## src/hw/ptt_map.vh

```
// Functional notes
// RULE1: Tick counter runs from the internal RC clock when select is 0, else oscillator.
// RULE2: In stop mode the tick counts only in pseudo-stop with oscillator clock selected.
// RULE3: Tick rate control register is readable and writable at any time.
// RULE4: Every write to the tick rate control register restarts the divider chain.
// RULE5: Changing the clock select or losing oscillator-up status restarts the period.
// RULE6: Bit 7 selects the binary (0) or decimal (1) prescaler ladder.
// RULE7: Bits 6 to 4 pick one of eight prescaler values from the active ladder.
// RULE8: Bits 3 to 0 give a modulus divide of the field value plus one.
// RULE9: Binary codes 001 to 111 divide by two to the powers 10 to 16.
// RULE10: Binary code 000 turns the tick off and is the reset default.
// RULE11: Decimal codes divide by 1000 up to 200000; none turns the tick off.
// RULE12: Clock select takes a 1 only while oscillator is up; cleared when it drops.
// RULE13: Pseudo-stop running needs the stop-enable bit; a static counter keeps its value.
// RULE14: Each completed period raises a tick flag and starts the next period at once.
`ifndef PTT_MAP_VH
`define PTT_MAP_VH

// Register indices; byte address is four times the index
`define PTT_IDX_RATE        4'hB
`define PTT_IDX_STATUS      4'hC
`define PTT_IDX_MASK        4'hD
`define PTT_IDX_CTRL        4'hE
`define PTT_IDX_COUNT       4'hF

// tick_rate_control fields
`define PTT_RATE_DEC_BIT    7
`define PTT_RATE_PRE_HI     6
`define PTT_RATE_PRE_LO     4
`define PTT_RATE_MOD_HI     3
`define PTT_RATE_MOD_LO     0
`define PTT_RATE_RESET      8'h00

// tick_stop_control fields
`define PTT_CTRL_CLKSEL_BIT 0
`define PTT_CTRL_STOPEN_BIT 1
`define PTT_CTRL_PSTOP_BIT  2
`define PTT_CTRL_RESET      3'h0

// Status and mask fields
`define PTT_ST_TICK_BIT     0
`define PTT_ST_OSCLOSS_BIT  1
`define PTT_ST_RESET        2'h0

// Prescaler steps
`define PTT_BIN_BASE_EXP    10
`define PTT_DEC_STEP0       18'h003E8
`define PTT_DEC_STEP1       18'h007D0
`define PTT_DEC_STEP2       18'h01388
`define PTT_DEC_STEP3       18'h02710
`define PTT_DEC_STEP4       18'h04E20
`define PTT_DEC_STEP5       18'h0C350
`define PTT_DEC_STEP6       18'h186A0
`define PTT_DEC_STEP7       18'h30D40
`define PTT_PRE_OFF         18'h00000

`endif

```

## src/hw/ptt_timer.v

```verilog
// Added by the designer: register access over Wishbone.
`timescale 1ns/1ps
`include "ptt_map.vh"

module ptt_timer #(
   parameter PRE_W = 18,
   parameter MOD_W = 4
) (
   input  wire        clock,
   input  wire        rst,
   input  wire        wb_cyc_i,
   input  wire        wb_stb_i,
   input  wire        wb_we_i,
   input  wire [5:0]  wb_adr_i,
   input  wire [3:0]  wb_sel_i,
   input  wire [31:0] wb_dat_i,
   output reg  [31:0] wb_dat_o,
   output reg         wb_ack_o,
   input  wire        internal_rc_clock,
   input  wire        external_osc_clock,
   input  wire        oscillator_up_status,
   input  wire        stop_mode,
   output reg         periodic_tick,
   output reg         irq
);

   // Prescaler value for a ladder and code; zero means the tick is off
   function [PRE_W-1:0] ptt_prescale;
      input       dec;
      input [2:0] code;
      begin
         if (dec) begin
            case (code) // [RULE11]
               3'h0:    ptt_prescale = `PTT_DEC_STEP0;
               3'h1:    ptt_prescale = `PTT_DEC_STEP1;
               3'h2:    ptt_prescale = `PTT_DEC_STEP2;
               3'h3:    ptt_prescale = `PTT_DEC_STEP3;
               3'h4:    ptt_prescale = `PTT_DEC_STEP4;
               3'h5:    ptt_prescale = `PTT_DEC_STEP5;
               3'h6:    ptt_prescale = `PTT_DEC_STEP6;
               3'h7:    ptt_prescale = `PTT_DEC_STEP7;
               default: ptt_prescale = `PTT_PRE_OFF;
            endcase
         end else if (code == 3'h0) begin
            ptt_prescale = `PTT_PRE_OFF; // [RULE10]
         end else begin
            ptt_prescale = {{(PRE_W-1){1'b0}}, 1'b1}
                           << (`PTT_BIN_BASE_EXP - 1 + code); // [RULE9]
         end
      end
   endfunction

   // Register index from a byte address
   function [3:0] ptt_index;
      input [5:0] adr;
      begin
         ptt_index = adr[5:2];
      end
   endfunction

   reg  [7:0]       tick_rate_control;
   reg              tick_clock_select;
   reg              stop_enable;
   reg              pseudo_stop_select;
   reg  [1:0]       tick_status;
   reg  [1:0]       tick_mask;
   reg  [PRE_W-1:0] pre_count;
   reg  [MOD_W-1:0] mod_count;
   reg              irc_prev;
   reg              osc_prev;
   reg              osc_up_prev;
   reg  [31:0]      next_dat_o;
   reg  [1:0]       next_tick_status;

   wire             decimal_ladder_select;
   wire [2:0]       prescale_code;
   wire [MOD_W-1:0] modulus_code;
   wire [PRE_W-1:0] pre_target;
   wire             bus_req;
   wire             bus_wr;
   wire [3:0]       bus_idx;
   wire             rate_write;
   wire             ctrl_write;
   wire             next_clock_select;
   wire             clock_select_change;
   wire             osc_lost;
   wire             restart;
   wire             ref_sel;
   wire             ref_edge;
   wire             stop_allows;
   wire             running;
   wire             pre_wrap;
   wire             mod_wrap;
   wire             tick_event;
   wire             status_write;
   wire             mask_write;
   wire             irc_edge;
   wire             osc_edge;
   wire             irq_level;
   wire [31:0]      count_word;

   assign decimal_ladder_select = tick_rate_control[`PTT_RATE_DEC_BIT]; // [RULE6]
   assign prescale_code = tick_rate_control[`PTT_RATE_PRE_HI:`PTT_RATE_PRE_LO]; // [RULE7]
   assign modulus_code  = tick_rate_control[`PTT_RATE_MOD_HI:`PTT_RATE_MOD_LO]; // [RULE8]
   assign pre_target    = ptt_prescale(decimal_ladder_select, prescale_code);

   // Single-cycle classic slave: one wait state, ack dropped after one cycle
   assign bus_req    = wb_cyc_i & wb_stb_i & ~wb_ack_o;
   assign bus_wr     = bus_req & wb_we_i & wb_sel_i[0];
   assign bus_idx    = ptt_index(wb_adr_i);
   assign rate_write = bus_wr & (bus_idx == `PTT_IDX_RATE); // [RULE3]
   assign ctrl_write = bus_wr & (bus_idx == `PTT_IDX_CTRL);
   // Writes need byte lane 0; every writable register bit lives in the low byte
   assign status_write = bus_wr & (bus_idx == `PTT_IDX_STATUS);
   assign mask_write   = bus_wr & (bus_idx == `PTT_IDX_MASK);

   // Select accepts a 1 only with the oscillator up
   assign next_clock_select = wb_dat_i[`PTT_CTRL_CLKSEL_BIT] & oscillator_up_status; // [RULE12]
   assign clock_select_change = ctrl_write & (next_clock_select != tick_clock_select);
   assign osc_lost = osc_up_prev & ~oscillator_up_status;

   // A reference edge in the restart cycle is dropped so the new period starts clean
   assign restart = rate_write | clock_select_change | osc_lost; // [RULE4] [RULE5]

   // Reference edge taken from the selected source
   assign ref_sel  = tick_clock_select ? external_osc_clock : internal_rc_clock; // [RULE1]
   // Pins must run below half the clock, or edges are lost
   assign irc_edge = internal_rc_clock & ~irc_prev;
   assign osc_edge = external_osc_clock & ~osc_prev;
   assign ref_edge = tick_clock_select ? osc_edge : irc_edge; // [RULE1]

   // Stop mode freezes the chain unless pseudo-stop with oscillator and enable
   assign stop_allows = ~stop_mode |
                        (pseudo_stop_select & tick_clock_select & stop_enable); // [RULE2] [RULE13]
   // Prescale code off freezes the chain at zero, where the rate write that set the code left it
   assign running  = (pre_target != `PTT_PRE_OFF) & stop_allows;
   assign pre_wrap = (pre_count == pre_target - {{(PRE_W-1){1'b0}}, 1'b1});
   assign mod_wrap = (mod_count == modulus_code);
   assign tick_event = running & ref_edge & pre_wrap & mod_wrap & ~restart;

   // Pin history for rising-edge detection; pins are taken as synchronous
   always @(posedge clock) begin
      if (rst) begin
         irc_prev <= 1'b0;
      end else begin
         irc_prev <= internal_rc_clock;
      end
   end

   always @(posedge clock) begin
      if (rst) begin
         osc_prev <= 1'b0;
      end else begin
         osc_prev <= external_osc_clock;
      end
   end

   // Oscillator status history; a falling level marks a loss
   always @(posedge clock) begin
      if (rst) begin
         osc_up_prev <= 1'b0;
      end else begin
         osc_up_prev <= oscillator_up_status;
      end
   end

   // Rate register: any write restarts the period through restart
   always @(posedge clock) begin
      if (rst) begin
         tick_rate_control <= `PTT_RATE_RESET; // [RULE10]
      end else if (rate_write) begin
         tick_rate_control <= wb_dat_i[7:0]; // [RULE3]
      end
   end

   // Clock select: a 1 sticks only while the oscillator is up
   // Loss of the oscillator wins over a write in the same cycle
   always @(posedge clock) begin
      if (rst) begin
         tick_clock_select <= 1'b0;
      end else if (~oscillator_up_status) begin
         tick_clock_select <= 1'b0; // [RULE12]
      end else if (ctrl_write) begin
         tick_clock_select <= next_clock_select; // [RULE12]
      end
   end

   // Stop behaviour bits; both and the oscillator select let the tick run in pseudo-stop
   always @(posedge clock) begin
      if (rst) begin
         stop_enable        <= 1'b0;
         pseudo_stop_select <= 1'b0;
      end else if (ctrl_write) begin
         stop_enable        <= wb_dat_i[`PTT_CTRL_STOPEN_BIT];
         pseudo_stop_select <= wb_dat_i[`PTT_CTRL_PSTOP_BIT];
      end
   end

   // Interrupt mask, same layout as status
   always @(posedge clock) begin
      if (rst) begin
         tick_mask <= `PTT_ST_RESET;
      end else if (mask_write) begin
         tick_mask <= wb_dat_i[1:0];
      end
   end

   // Prescaler: counts reference edges up to its target
   always @(posedge clock) begin
      if (rst) begin
         pre_count <= {PRE_W{1'b0}};
      end else if (restart) begin
         pre_count <= {PRE_W{1'b0}}; // [RULE4] [RULE5]
      end else if (running & ref_edge) begin
         if (pre_wrap) begin
            pre_count <= {PRE_W{1'b0}}; // [RULE9] [RULE11]
         end else begin
            pre_count <= pre_count + {{(PRE_W-1){1'b0}}, 1'b1};
         end
      end
   end

   // Modulus counter: steps once per prescaler wrap; a halted chain keeps its count
   always @(posedge clock) begin
      if (rst) begin
         mod_count <= {MOD_W{1'b0}};
      end else if (restart) begin
         mod_count <= {MOD_W{1'b0}};
      end else if (running & ref_edge & pre_wrap) begin
         if (mod_wrap) begin
            mod_count <= {MOD_W{1'b0}}; // [RULE14]
         end else begin
            mod_count <= mod_count + {{(MOD_W-1){1'b0}}, 1'b1}; // [RULE8]
         end
      end
   end

   // Sticky status, write one to clear; a new event wins over the clear
   // Oscillator loss is reported too, since it restarts the period
   always @* begin
      next_tick_status = tick_status;
      if (status_write) begin
         next_tick_status = tick_status & ~wb_dat_i[1:0];
      end
      if (tick_event) begin
         next_tick_status[`PTT_ST_TICK_BIT] = 1'b1; // [RULE14]
      end
      if (osc_lost) begin
         next_tick_status[`PTT_ST_OSCLOSS_BIT] = 1'b1;
      end
   end

   always @(posedge clock) begin
      if (rst) begin
         tick_status <= `PTT_ST_RESET;
      end else begin
         tick_status <= next_tick_status;
      end
   end

   assign irq_level = |(tick_status & tick_mask);

   // Tick pulse, one cycle after the last reference edge of a period
   always @(posedge clock) begin
      if (rst) begin
         periodic_tick <= 1'b0;
      end else begin
         periodic_tick <= tick_event; // [RULE14]
      end
   end

   // Level interrupt while an unmasked status bit is set
   always @(posedge clock) begin
      if (rst) begin
         irq <= 1'b0;
      end else begin
         irq <= irq_level;
      end
   end

   // Count word: prescale count, modulus count, running flag, selected pin level
   assign count_word = {{(32-PRE_W-MOD_W-2){1'b0}}, ref_sel, running, mod_count, pre_count};

   // Read data for the addressed register; reads have no side effects
   always @* begin
      case (bus_idx)
         `PTT_IDX_RATE:   next_dat_o = {24'h000000, tick_rate_control}; // [RULE3]
         `PTT_IDX_STATUS: next_dat_o = {30'h00000000, tick_status};
         `PTT_IDX_MASK:   next_dat_o = {30'h00000000, tick_mask};
         `PTT_IDX_CTRL:   next_dat_o = {29'h00000000, pseudo_stop_select,
                                        stop_enable, tick_clock_select};
         `PTT_IDX_COUNT:  next_dat_o = count_word;
         default:         next_dat_o = 32'h00000000;
      endcase
   end

   // Bus answer, registered
   always @(posedge clock) begin
      if (rst) begin
         wb_ack_o <= 1'b0;
         wb_dat_o <= 32'h00000000;
      end else begin
         wb_ack_o <= bus_req;
         if (bus_req) begin
            wb_dat_o <= next_dat_o;
         end
      end
   end

endmodule

```

## config.mk

```make
export PLATFORM = sky130hd
export DESIGN_NAME = ptt_timer
export DESIGN_NICKNAME = d
export VERILOG_FILES = /design/src/hw/ptt_timer.v
export VERILOG_INCLUDE_DIRS = /design/src /design/src/hw
export SDC_FILE = /design/constraint.sdc
export NUM_CORES = 1
export LEC_CHECK = 0
export ABC_AREA = 0
export BUFFER_PORTS_ARGS = -buffer_cell sky130_fd_sc_hd__clkbuf_2
export CAP_MARGIN = 20
export CELL_PAD_IN_SITES_DETAIL_PLACEMENT = 1
export CELL_PAD_IN_SITES_GLOBAL_PLACEMENT = 1
export CORE_MARGIN = 2
export CORE_UTILIZATION = 30
export CTS_CLUSTER_DIAMETER = 120
export DETAILED_ROUTE_END_ITERATION = 8
export PLACE_DENSITY_LB_ADDON = 0.12
export RECOVER_POWER = 50
export SLEW_MARGIN = 10
export SYNTH_ARGS = -nofsm -noshare
export SYNTH_HDL_FRONTEND = slang
export SYNTH_SLANG_ARGS = --single-unit
```

## constraint.sdc

```tcl
create_clock -name clock -period 3.4 [get_ports clock]
set_input_delay 0.34 -clock clock [delete_from_list [all_inputs] [get_ports clock]]
set_output_delay 0.34 -clock clock [all_outputs]
set_load 0.005 [all_outputs]
```

# [Word level (Yosys, flattened, before mapping)]
# Memories as Yosys holds them, arrays and structs flattened. A register that Yosys moved wholly into a read port is not among the register bits.
# Cells that the tools add are included.
[classes] bitwise_logic=32 reduce_logical=7 shifts=1 eq_ne=8 addsub=4 muxes=12
[op_table] operator="24-bit one-hot mux with 5 select lines" n=1
[op_table] operator="18-bit 2-to-1 mux" n=3
[op_table] operator="1-bit bitwise AND" n=20
[op_table] operator="4-bit equality test, second input constant" n=5
[op_table] operator="18-bit by 1-bit adder with 18-bit output, second input constant" n=1
[op_table] operator="18-bit equality test" n=1
[op_table] operator="18-bit nonzero test" n=1
[op_table] operator="1-bit by 5-bit left shift with 18-bit output, first input constant" n=1
[op_table] operator="18-bit by 1-bit subtractor with 18-bit output, second input constant" n=1
[op_table] operator="3-bit 2-to-1 mux" n=2
[op_table] operator="1-bit NOT" n=6
[op_table] operator="2-bit OR reduction" n=3
[op_table] operator="4-bit by 3-bit adder with 5-bit output, first input constant" n=1
[op_table] operator="4-bit by 1-bit adder with 4-bit output, second input constant" n=1
[op_table] operator="2-bit bitwise AND" n=2
[op_table] operator="4-bit equality test" n=1
[op_table] operator="1-bit 2-to-1 mux" n=4
[op_table] operator="4-bit 2-to-1 mux" n=1
[op_table] operator="2-bit nonzero test" n=2
[op_table] operator="3-bit zero test" n=1
[op_table] operator="1-bit bitwise OR" n=3
[op_table] operator="2-bit 2-to-1 mux" n=1
[op_table] operator="2-bit NOT" n=1
[op_table] operator="1-bit != test" n=1
[totals] ff_bits=75 memories=1 out_inout_bits=35 word_cells=81 romBits=120
[memory_table] name="(name not given)" words=8 word_bits=15 rd=1 rd_clocked_by_memory_dff=1 write_ports=0 line="ptt_timer.v:33" text="case (code)"

# [Longest topological paths before layout]
# Gate-level depths: netlist (run 1).
[depth] word_depth=11 mapped_depth=15 ltp_nobuf=12

# [Least setup slack after synthesis (run 1)]
# OpenSTA, ideal clock, no wires.
[synth_path] kind="flip-flop to flip-flop" startpoint="reg tick_rate_control[5]" endpoint="reg pre_count[13]" synth_period_minus_slack_ns=3.461 t_arrival_ns=3.346 t_required_ns=3.285 path_slack_ns=-0.061 path_stages_with_launch=14 path_cell_list="dfxtp_1 buf_4 and2_1 ha_1 buf_2 nor4b_1 mux2_2 or2_2 a211oi_1 o2111ai_1 or4_4 o31ai_4 buf_6 nor2_2"
[synth_via] elab_chain_len=7 word_cells_on_any_way=11 cone_classes="2 x add/sub; 1 x eq/ne; 1 x shift; 3 x mux; 2 x bitwise; 2 x reduce/logical"
[synth_lines] element="from (decl)" line="ptt_timer.v:61" text="reg [7:0] tick_rate_control;"
[synth_lines] element="from (signal assigned)" line="ptt_timer.v:170" text="tick_rate_control <= `PTT_RATE_RESET;"
[synth_lines] element="from (signal assigned)" line="ptt_timer.v:172" text="tick_rate_control <= wb_dat_i[7:0];"
[synth_lines] element="4-bit by 3-bit adder with 5-bit output (no line)"
[synth_lines] element="1-bit by 5-bit left shift with 18-bit output" line="ptt_timer.v:47" text="ptt_prescale = {{(PRE_W-1){1'b0}}, 1'b1}"
[synth_lines] element="18-bit 2-to-1 mux *" line="ptt_timer.v:44" text="end else if (code == 3'h0) begin"
[synth_lines] element="18-bit 2-to-1 mux *" line="ptt_timer.v:32" text="if (dec) begin"
[synth_lines] element="18-bit by 1-bit subtractor with 18-bit output or 18-bit nonzero test (tied branches)"
[synth_lines] element="18-bit equality test or 1-bit bitwise AND (tied branches)" line="ptt_timer.v:137, ptt_timer.v:136"
[synth_lines] element="18-bit 2-to-1 mux or 1-bit bitwise AND (tied branches)" line="ptt_timer.v:215, ptt_timer.v:214"
[synth_lines] element="to (signal assigned)" line="ptt_timer.v:213" text="pre_count <= {PRE_W{1'b0}};"
[synth_lines] element="to (signal assigned)" line="ptt_timer.v:216" text="pre_count <= {PRE_W{1'b0}};"
[synth_lines] element="to (signal assigned)" line="ptt_timer.v:218" text="pre_count <= pre_count + {{(PRE_W-1){1'b0}}, 1'b1};"
[synth_lines] element="to (decl)" line="ptt_timer.v:67" text="reg [PRE_W-1:0] pre_count;"
# Mark *: on every way between the ends. The rest lies on a longest branch, timed or not.
# A chain may end at the register's enable or synchronous reset.

# [Worst setup path in the final report (run 1)]
[layout_path] startpoint="reg tick_rate_control[5]" endpoint="reg mod_count[3]"
[layout_via] elab_chain_len=8 word_cells_on_any_way=11 cone_classes="2 x add/sub; 1 x eq/ne; 1 x shift; 2 x mux; 3 x bitwise; 2 x reduce/logical"
[layout_lines] element="4-bit by 3-bit adder with 5-bit output (no line)"
[layout_lines] element="1-bit by 5-bit left shift with 18-bit output" line="ptt_timer.v:47"
[layout_lines] element="18-bit 2-to-1 mux *" line="ptt_timer.v:44"
[layout_lines] element="18-bit 2-to-1 mux *" line="ptt_timer.v:32"
[layout_lines] element="branches (longest 3 deep; another with 18-bit by 1-bit subtractor with 18-bit output)"
[layout_lines] element="1-bit bitwise AND *" line="ptt_timer.v:229" text="end else if (running & ref_edge & pre_wrap) begin"
[layout_lines] element="to (signal assigned)" line="ptt_timer.v:228" text="mod_count <= {MOD_W{1'b0}};"
[layout_lines] element="to (signal assigned)" line="ptt_timer.v:231" text="mod_count <= {MOD_W{1'b0}};"
[layout_lines] element="to (signal assigned)" line="ptt_timer.v:233" text="mod_count <= mod_count + {{(MOD_W-1){1'b0}}, 1'b1};"
[layout_lines] element="to (decl)" line="ptt_timer.v:68" text="reg [MOD_W-1:0] mod_count;"
# Every way passes the cells marked *.

==> flow_summary_export.csv, run 1 <==
group,metric,value,unit
floorplan,core_area,14640,um2
synth,synth_fa_ha_area_share,1.933,%
drt,remaining_drc_errors,0,
finish,syn_to_final_growth,21.57,%
setup_path,slowest_stage,"or4_4",
setup_path,crit_type,"reg -> reg",
synth,yosys-top-cells-area,"dfxtp_1, nor2_1, xnor2_1, mux2i_1, nand2_1",
setup_path,end_kind,"register",
cts,clk_pin_slew,0.06,ns
drt,drt_first_iter_violations,154,
timing,fmax,309.2,MHz
global_routing,grt_pass1_vias,4143,
place,dp_hpwl,10.44,mm
global_routing,gr-total-overflow,0,
timing,hold_viol_final,0,
drt,dr.pass1.iters,7,
synth,yosysMostFrequentCell,"dfxtp_1",
drt,ant_nets,0,
place,place_congestion,0.8442,
synth,synth_top_family_by_area,"simple AND/OR/NAND/NOR gates",
status,outcome,"finished with violations",
run,drv_cap,1,
setup_path,cp_data_required_time,3.62,ns
finish,antenna_cells,0,
worst_hold_path,min_path_type,"in -> reg",
finish,nets,663,
floorplan,initial_core_util,30.94,%
cts,htreeDepth,3,
drt,routed_wl,13.56,mm
floorplan,io_pins,86,
synth,synth_compound_area_share,16.87,%
finish,layout-drive-gt1-share,22.17,%
timing,period_share,95.11,%
synth,yosys.area_share.simple,26.04,%
place,numPortBuffers,48,
synth,synthesis.area,4531,um2
global_routing,grt_max_degree,43,
global_routing,grtUsageTotal,17.48,%
synth,synth.area.mux_share,4.584,%
setup_path,r2r_slack,0.17,ns
timing,period_needed,3.234,ns
floorplan,die_x,126.9,um
pwr,power_density,385.3,nW/um2
drt,vias,4061,
synth,synthXorXnorAreaFrac,8.423,%
cts,cts-root-buf,"clkbuf_16",
timing,clock_skew,0.009574,ns
cts,cts_buffers,9,
synth,synthCells,532,
setup_path,cpMostUsedCell,"ha_4",
synth,synth-main-ff-cell,"dfxtp_1",
global_routing,grt_pass1_wl,22.02,mm
timing,drv_slew,43,
synth,synth-warning-count,0,
timing,maxSlewHeadroom,-27.49,%
timing,setup_tns,0,ns
timing,setup_ws,0.1662,ns
setup_path,max_stage_delay,0.55,ns
synth,synthArstFlopShare,0,%
place,post-place-ws,-0.1555,ns
synth,synthTopCellsByCount,"dfxtp_1, nor2_1, nand2_1, xnor2_1, a21oi_1",
setup_path,cp_cell_sequence,"and2_4, ha_4, nor2_2, nand2_1, ha_4, o211ai_1, buf_4, nor3_4, xnor2_1, or3_1, or4_4, o41ai_2, a21oi_1",
synth,ys_ff_latch,82,
drt,wl_per_cell,17.10,um
synth,synth.distinct_cells,72,
synth,ys_seq_area_share,36.23,%
timing,worst_pin_slew,1.912,ns
synth,synth-edff-count,0,
cts,cts_buffer_depth,2,
synth,yosysTopAreaCellShare,36.23,%
pwr,ir_worst_vdd,0.0002676,V
floorplan,num_rows,44,
floorplan,die_y,126.9,um
cts,cts_tree,"done",
timing,finalSetupViolCount,0,
global_routing,grt_antenna_before_repair,0,
synth,synth_area_leader_cell,"dfxtp_1",
cts,cts_hold_buf,0,
floorplan,die_area,16100,um2
setup_path,start_kind,"register",
pwr,power.leakage,0.002044,uW
setup_path,worst-path-max-fanout,10,
drt,via_per_inst,5.121,
cts,clkSinkCount,82,
setup_path,crit_arrival,3.46,ns
cts,clock_latency,0.35,ns
status,violations,"capacitance limit, slew limit",
synth,syn_avg_cell_area,8.516,um2
## metrics by stage
stage          utilization [%]  instance area (um2)  power (uW)  std cells  hold slack, ns
6_report                 37.61                 5508        2122        793          0.2324
4_1_cts                  37.01                 5420        2143        785          0.2214
5_1_grt                  37.61                 5508        2210        793          0.2369
3_5_place_dp             34.76                 5090        1090        769          0.4792
3_3_place_gp             34.76                 5090        1087        769          0.4706
2_1_floorplan                -                 4586        1053        539          0.4461
## worst max-delay path, delay by kind of cell, from the launching register on
kind	cells	cell delay, ns
and+or+nand+nor	6	1.46
buffers and inverters	1	0.19
adders and majority gates	2	0.50
xor gates and xnor gates	1	0.11
AOI/OAI and AO/OA	3	0.55
DFF	1	0.31
## cells by family after synthesis
family,Yosys count
xor gates and xnor gates,42
adders and majority gates,7
AOI/OAI and AO/OA,102
DFF,82
muxes,18
buffers and inverters,51
and+or+nand+nor,228
other,2
## layout by cell type, fill, tap and decap left out, drive strengths merged, types with 15 or more instances in the layout
cell type	netlist	layout
nor2	87	87
dfxtp	82	82
clkbuf	15	62
buf	19	37
nand2	36	36
xnor2	27	27
a21oi	23	23
nand3	20	20
nor3	19	19
o21ai	18	18
inv	17	17
a22oi	15	15
## power by group
group	switching, uW	internal, uW
logic	65.3	45.3
registers	3.18	965
clock network	405	638
total	474	1650
## final timing paths
| path | startpoint | end | depth (start not counted) |
|---|---|---|---|
| max | tick_rate_control[5] | mod_count[3] | 13 |
| min | external_osc_clock | osc_prev | 2 |
| max reg2reg | tick_rate_control[5] | mod_count[3] | 13 |
| min reg2reg | wb_dat_o[0] | wb_dat_o[0] | 2 |
## area by class of cell
class	instances	area, um2
inverters	17	63.81
clock buffers	10	229.0
multi-input cells	406	2728
repair buffers	89	535.5
flip-flops and latches	82	1642
fillers	1751	9136
well taps	184	230.2
clock inverters	5	80.08
## what timing repair did
item                                    in CTS  in global routing
endpoints found under the hold margin        0                  0
pin swaps                                    1                  4
gates cloned                                 0                  2
gates resized for setup                      3                 11
endpoints found under the setup margin      20                 24
buffers inserted                             1                  5
## layer usage
layer / GRT usage, % / vias up / part of all wire, %
met5: 0 / - / 0
met4: 5.236 / 0 / 1.5
met3: 4.218 / 15 / 3.5
met2: 30.14 / 63 / 49
met1: 21.65 / 1961 / 46
li1: - / 2022 / -
(Power assumes the default switching activity.)
==> run 2: changes to the inputs <==
--- a/config.mk
+++ b/config.mk
@@ -7,7 +7,6 @@
 export NUM_CORES = 1
 export LEC_CHECK = 0
 export ABC_AREA = 0
-export BUFFER_PORTS_ARGS = -buffer_cell sky130_fd_sc_hd__clkbuf_2
 export CAP_MARGIN = 20
 export CELL_PAD_IN_SITES_DETAIL_PLACEMENT = 1
 export CELL_PAD_IN_SITES_GLOBAL_PLACEMENT = 1
@@ -15,6 +14,7 @@
 export CORE_UTILIZATION = 30
 export CTS_CLUSTER_DIAMETER = 120
 export DETAILED_ROUTE_END_ITERATION = 8
+export DONT_BUFFER_PORTS = 1
 export PLACE_DENSITY_LB_ADDON = 0.12
 export RECOVER_POWER = 50
 export SLEW_MARGIN = 10
==> flow_summary_export.csv, run 2 (same netlist as run 1, synthesis figures left out) <==
group,metric,value,unit
timing,period_share,96.97,%
setup_path,slowest_stage,"or4_4",
setup_path,cp.buffers_inverters,0,
timing,rsz0062_at_grt,"true",
cts,clock_latency,0.35,ns
finish,syn_to_final_growth,14.83,%
floorplan,die_x,126.9,um
global_routing,grt_max_degree,46,
timing,clock_skew,0.006727,ns
worst_hold_path,min-delay-start,"rst",
cts,clk_pin_slew,0.06,ns
setup_path,start_kind,"register",
drt,dr.pass1.iters,4,
pwr,power.leakage,0.001813,uW
floorplan,initial_core_util,30.94,%
setup_path,r2r_end,"mod_count[2]",
finish,nets,606,
place,numPortBuffers,0,
setup_path,r2r-start,"tick_rate_control[5]",
timing,fmax,303.3,MHz
global_routing,grt_pass1_wl,22.07,mm
floorplan,die_area,16100,um2
finish,layout-drive-gt1-share,15.01,%
setup_path,rr_worst_depth,9,
run,drv_cap,0,
setup_path,cp_top_family,"simple AND/OR/NAND/NOR gates",
global_routing,grtUsageTotal,17.54,%
timing,worst_pin_slew,1.276,ns
floorplan,num_rows,44,
timing,maxSlewHeadroom,14.93,%
cts,clkSinkCount,82,
cts,cts_tree,"done",
setup_path,end_kind,"register",
finish,final_util,35.53,%
setup_path,worst-path-max-fanout,10,
setup_path,cp_data_required_time,3.63,ns
cts,cts_buffers,9,
setup_path,r2r_slack,0.10,ns
worst_hold_path,hold_end,"tick_rate_control[4]",
drt,dr.max_layer_used,"met4",
timing,hold_viol_final,0,
cts,htreeDepth,3,
global_routing,grt_antenna_before_repair,0,
floorplan,core_area,14640,um2
drt,drt_first_iter_violations,165,
timing,setup_tns,0,ns
setup_path,max_stage_delay,0.56,ns
floorplan,io_pins,86,
worst_hold_path,min_path_type,"in -> reg",
global_routing,gr-total-overflow,0,
floorplan,die_y,126.9,um
setup_path,cp-startpoint,"tick_rate_control[5]",
finish,antenna_cells,0,
pwr,power_density,394.6,nW/um2
timing,drv_slew,0,
cts,cts_hold_buf,0,
status,outcome,"complete, no violations",
drt,wl_met1,6.192,mm
drt,remaining_drc_errors,0,
drt,vias,3811,
worst_hold_path,hold_depth,1,
pwr,power,2053,uW
place,place_congestion,0.8320,
finish,fill_cells,1746,
global_routing,grt_pass1_vias,4031,
cts,cts_buffer_depth,2,
drt,wl_per_cell,18.01,um
setup_path,crit_type,"reg -> reg",
timing,finalSetupViolCount,0,
drt,routed_wl,13.27,mm
pwr,ir_worst_vdd,0.0002179,V
drt,via_per_inst,5.171,
drt,wl_met3,409,um
place,dp_hpwl,10.15,mm
finish,layout_common_cells,"dfxtp_1, nor2_1, nand2_1, xnor2_1, buf_4",
cts,cts-root-buf,"clkbuf_16",
finish,layout_commonest_cell,"dfxtp_1",
setup_path,cpMostUsedCell,"or3_1",
setup_path,crit_arrival,3.52,ns
drt,ant_nets,0,
drt,wl_met2,6.496,mm
timing,period_needed,3.297,ns
setup_path,cp_cell_sequence,"and2_1, ha_4, or3_1, o21ai_0, xnor3_1, or3_1, or4_4, o41ai_1, a21oi_1",
run 2: changes by cell type in the layout (fill, tap and decap cells not counted), moves of 2 or more:
cell	change
buf_12	+2
buf_4	-7
buf_6	-3
clkbuf_1	-8
clkbuf_2	-41
o41ai_1	+2
o41ai_2	-2
run 2: worst reg2reg max path: cells and delay by family, from the launching register on:
kind,cells,cell delay (ns)
fa+ha+maj,1,0.27
compound gates,3,0.74
simple gates,4,1.55
xor+xnor,1,0.30
flops,1,0.31
run 2: per-layer routing:
metal | track usage [%] | up-vias
li1 | - | 1904
met1 | 21.85 | 1852
met2 | 30.30 | 44
met3 | 3.458 | 11
met4 | 6.012 | 0
met5 | 0 | -
run 2: power by group:
part | internal, uW | switching (uW)
Clock | 593 | 420
Combinational | 28.8 | 42.4
Sequential | 965 | 3.46
run 2: area by class of cell:
cell class / instances / area [um2] / share of cell area, %
clock inverter: 5 / 62.56 / 1.203
tap: 184 / 230.2 / 4.425
multi-input combinational: 406 / 2708 / 52.04
clock buffer: 11 / 242.7 / 4.666
timing repair buffer: 32 / 254.0 / 4.882
sequential: 82 / 1642 / 31.55
inverter: 17 / 63.81 / 1.227
run 2: worst max-delay path by stage:
| stage | endpoint | cells past startpoint | slack, ns |
|---|---|---|---|
| after floorplan | pre_count[13] | 13 | 0.01 |
| after global placement | pre_count[17] | 12 | -0.07 |
| after detailed placement | mod_count[2] | 12 | -0.09 |
| after CTS | mod_count[2] | 9 | 0.09 |
| after global routing | mod_count[2] | 12 | -0.06 |
| final | mod_count[2] | 9 | 0.10 |
run 2: stage by stage:
| step | std cells | area (um2) | setup WS (ns) | hold slack [ns] |
|---|---|---|---|---|
| final | 737 | 5202 | 0.1031 | 0.05250 |
| after global routing | 737 | 5202 | -0.05603 | 0.04197 |
| after CTS | 735 | 5177 | 0.09077 | 0.03599 |
| after detailed placement | 719 | 4860 | -0.09267 | 0.4180 |
| after global placement | 719 | 4860 | -0.06618 | 0.4155 |
| after floorplan | 539 | 4586 | 0.01396 | 0.4461 |
run 2: timing repair:
action / in CTS / in global routing
setup buffers: 0 / 2
resized for setup: 2 / 3
pin swaps: 1 / 1
setup endpoints to repair: 23 / 24
==> run 3: changes to the inputs <==
--- a/config.mk
+++ b/config.mk
@@ -17,6 +17,7 @@
 export DONT_BUFFER_PORTS = 1
 export PLACE_DENSITY_LB_ADDON = 0.12
 export RECOVER_POWER = 50
+export SETUP_SLACK_MARGIN = 0.5
 export SLEW_MARGIN = 10
 export SYNTH_ARGS = -nofsm -noshare
 export SYNTH_HDL_FRONTEND = slang
==> flow_summary_export.csv, run 3 (same netlist as run 1, synthesis figures left out) <==
group,metric,value,unit
drt,via_per_inst,5.250,
timing,fmax,305.4,MHz
timing,rsz0062_at_grt,"true",
setup_path,end_kind,"register",
finish,antenna_cells,0,
timing,period_needed,3.274,ns
place,numPortBuffers,0,
finish,fill_cells,1733,
cts,htreeDepth,3,
floorplan,core_area,14640,um2
global_routing,grt_antenna_before_repair,0,
cts,cts_buffer_depth,2,
global_routing,grtUsageTotal,17.55,%
place,dp_hpwl,10.21,mm
worst_hold_path,hold_depth,1,
place,place_congestion,0.8084,
timing,setup_tns,0,ns
drt,routed_wl,13.71,mm
cts,cts_tree,"done",
floorplan,num_rows,44,
global_routing,grt_pass1_vias,4062,
timing,maxSlewHeadroom,12.67,%
cts,clock_latency,0.35,ns
setup_path,cp_data_required_time,3.64,ns
finish,layout_commonest_cell,"dfxtp_1",
worst_hold_path,min_path_type,"in -> reg",
setup_path,rr_worst_depth,13,
global_routing,grt_max_degree,46,
drt,wl_per_cell,18.60,um
floorplan,die_x,126.9,um
timing,drv_slew,0,
drt,dr.pass1.iters,4,
floorplan,die_area,16100,um2
timing,clock_skew,0.009635,ns
cts,cts-root-buf,"clkbuf_16",
pwr,power.leakage,0.001855,uW
finish,layout_common_cells,"dfxtp_1, nor2_1, nand2_1, xnor2_1, a21oi_1",
finish,nets,606,
setup_path,start_kind,"register",
drt,vias,3869,
global_routing,gr-total-overflow,0,
finish,syn_to_final_growth,18.64,%
cts,clk_pin_slew,0.06,ns
timing,period_share,96.29,%
cts,cts_hold_buf,0,
drt,drt_first_iter_violations,185,
place,placed_cell_area,4842,um2
run,drv_cap,0,
finish,finalInstanceArea,5375,um2
setup_path,worst-path-max-fanout,6,
drt,ant_nets,0,
floorplan,io_pins,86,
pwr,ir_worst_vdd,0.0002328,V
floorplan,die_y,126.9,um
setup_path,crit_arrival,3.51,ns
drt,remaining_drc_errors,0,
timing,hold_viol_final,0,
cts,clkSinkCount,82,
cts,cts_buffers,9,
pwr,power_density,382.9,nW/um2
setup_path,crit_type,"reg -> reg",
timing,worst_pin_slew,1.310,ns
floorplan,initial_core_util,30.94,%
finish,layout-drive-gt1-share,18.81,%
timing,finalSetupViolCount,0,
timing,holdWs,0.04650,ns
status,outcome,"complete, no violations",
global_routing,grt_pass1_wl,22.11,mm
==> run 3: cell count changes in the layout (fill, tap and decap cells not counted), sizes merged <==
cell,previous run,this run
clkinvlp,2,1
inv,18,19
clkinv,1,2
buf,29,28
==> run 3: per-layer routing <==
| layer | wire [um] | global-route usage, % | part of all wire (%) |
|---|---|---|---|
| met4 | 232 | 6.270 | 1.7 |
| met1 | 6204 | 21.80 | 45 |
| met2 | 6666 | 30.20 | 49 |
| met3 | 607 | 3.543 | 4.4 |
| met5 | 0 | 0 | 0 |
==> run 3: layout make-up <==
class / instances / area [um2] / share of cell area [%]
multi-input combinational: 406 / 2841 / 52.86
sequential: 82 / 1647 / 30.63
timing repair buffer: 32 / 299.0 / 5.563
tap: 184 / 230.2 / 4.283
clock buffer: 10 / 229.0 / 4.260
clock inverter: 6 / 65.06 / 1.210
inverter: 17 / 63.81 / 1.187
==> run 3: worst max-delay path, cell delays in order (launching register included) <==
cell	delay, ns
dfxtp_4	0.34
and2_4	0.13
ha_4	0.32
buf_6	0.15
nor3b_2	0.06
o41a_1	0.50
nor3_4	0.27
and3_4	0.22
o2111ai_1	0.10
or4_4	0.45
o31ai_4	0.26
buf_6	0.17
clkbuf_16	0.15
nor2_2	0.04
==> run 3: where the power goes <==
part | switching [uW] | internal (uW) | leakage, uW | total [uW]
sequential | 3.49 | 964 | 0.000663 | 967
combinational | 48.7 | 41.2 | 0.00105 | 90.0
clock | 428 | 572 | 0.000143 | 1000
==> run 3: what timing repair did <==
| item | in CTS | in global routing |
|---|---|---|
| endpoints found under the setup margin | 24 | 24 |
| resized for setup | 6 | 19 |
| endpoints found under the hold margin | 0 | 0 |
| pin swaps | 3 | 6 |
| cloned | 0 | 3 |
| setup buffers | 4 | 7 |
==> run 3: per-stage QoR <==
stage                     setup slack (ns)  std cells  utilization (%)  power (uW)
after floorplan                     0.1472        539                -        1053
after global placement              0.1154        707            33.07        1058
after detailed placement            0.1108        707            33.07        1060
after CTS                           0.2124        727            35.43        2070
after global routing               0.01413        737            36.71        2128
final                               0.1260        737            36.71        2058
==> run 3: path summary, 6_finish.rpt <==
| kind | end | from | slack [ns] |
|---|---|---|---|
| setup reg to reg | pre_count[13] | tick_rate_control[4] | 0.13 |
| hold reg to reg | tick_mask[0] | tick_mask[0] | 0.50 |
| hold / removal | tick_rate_control[4] | rst | 0.05 |
| setup / recovery | pre_count[13] | tick_rate_control[4] | 0.13 |
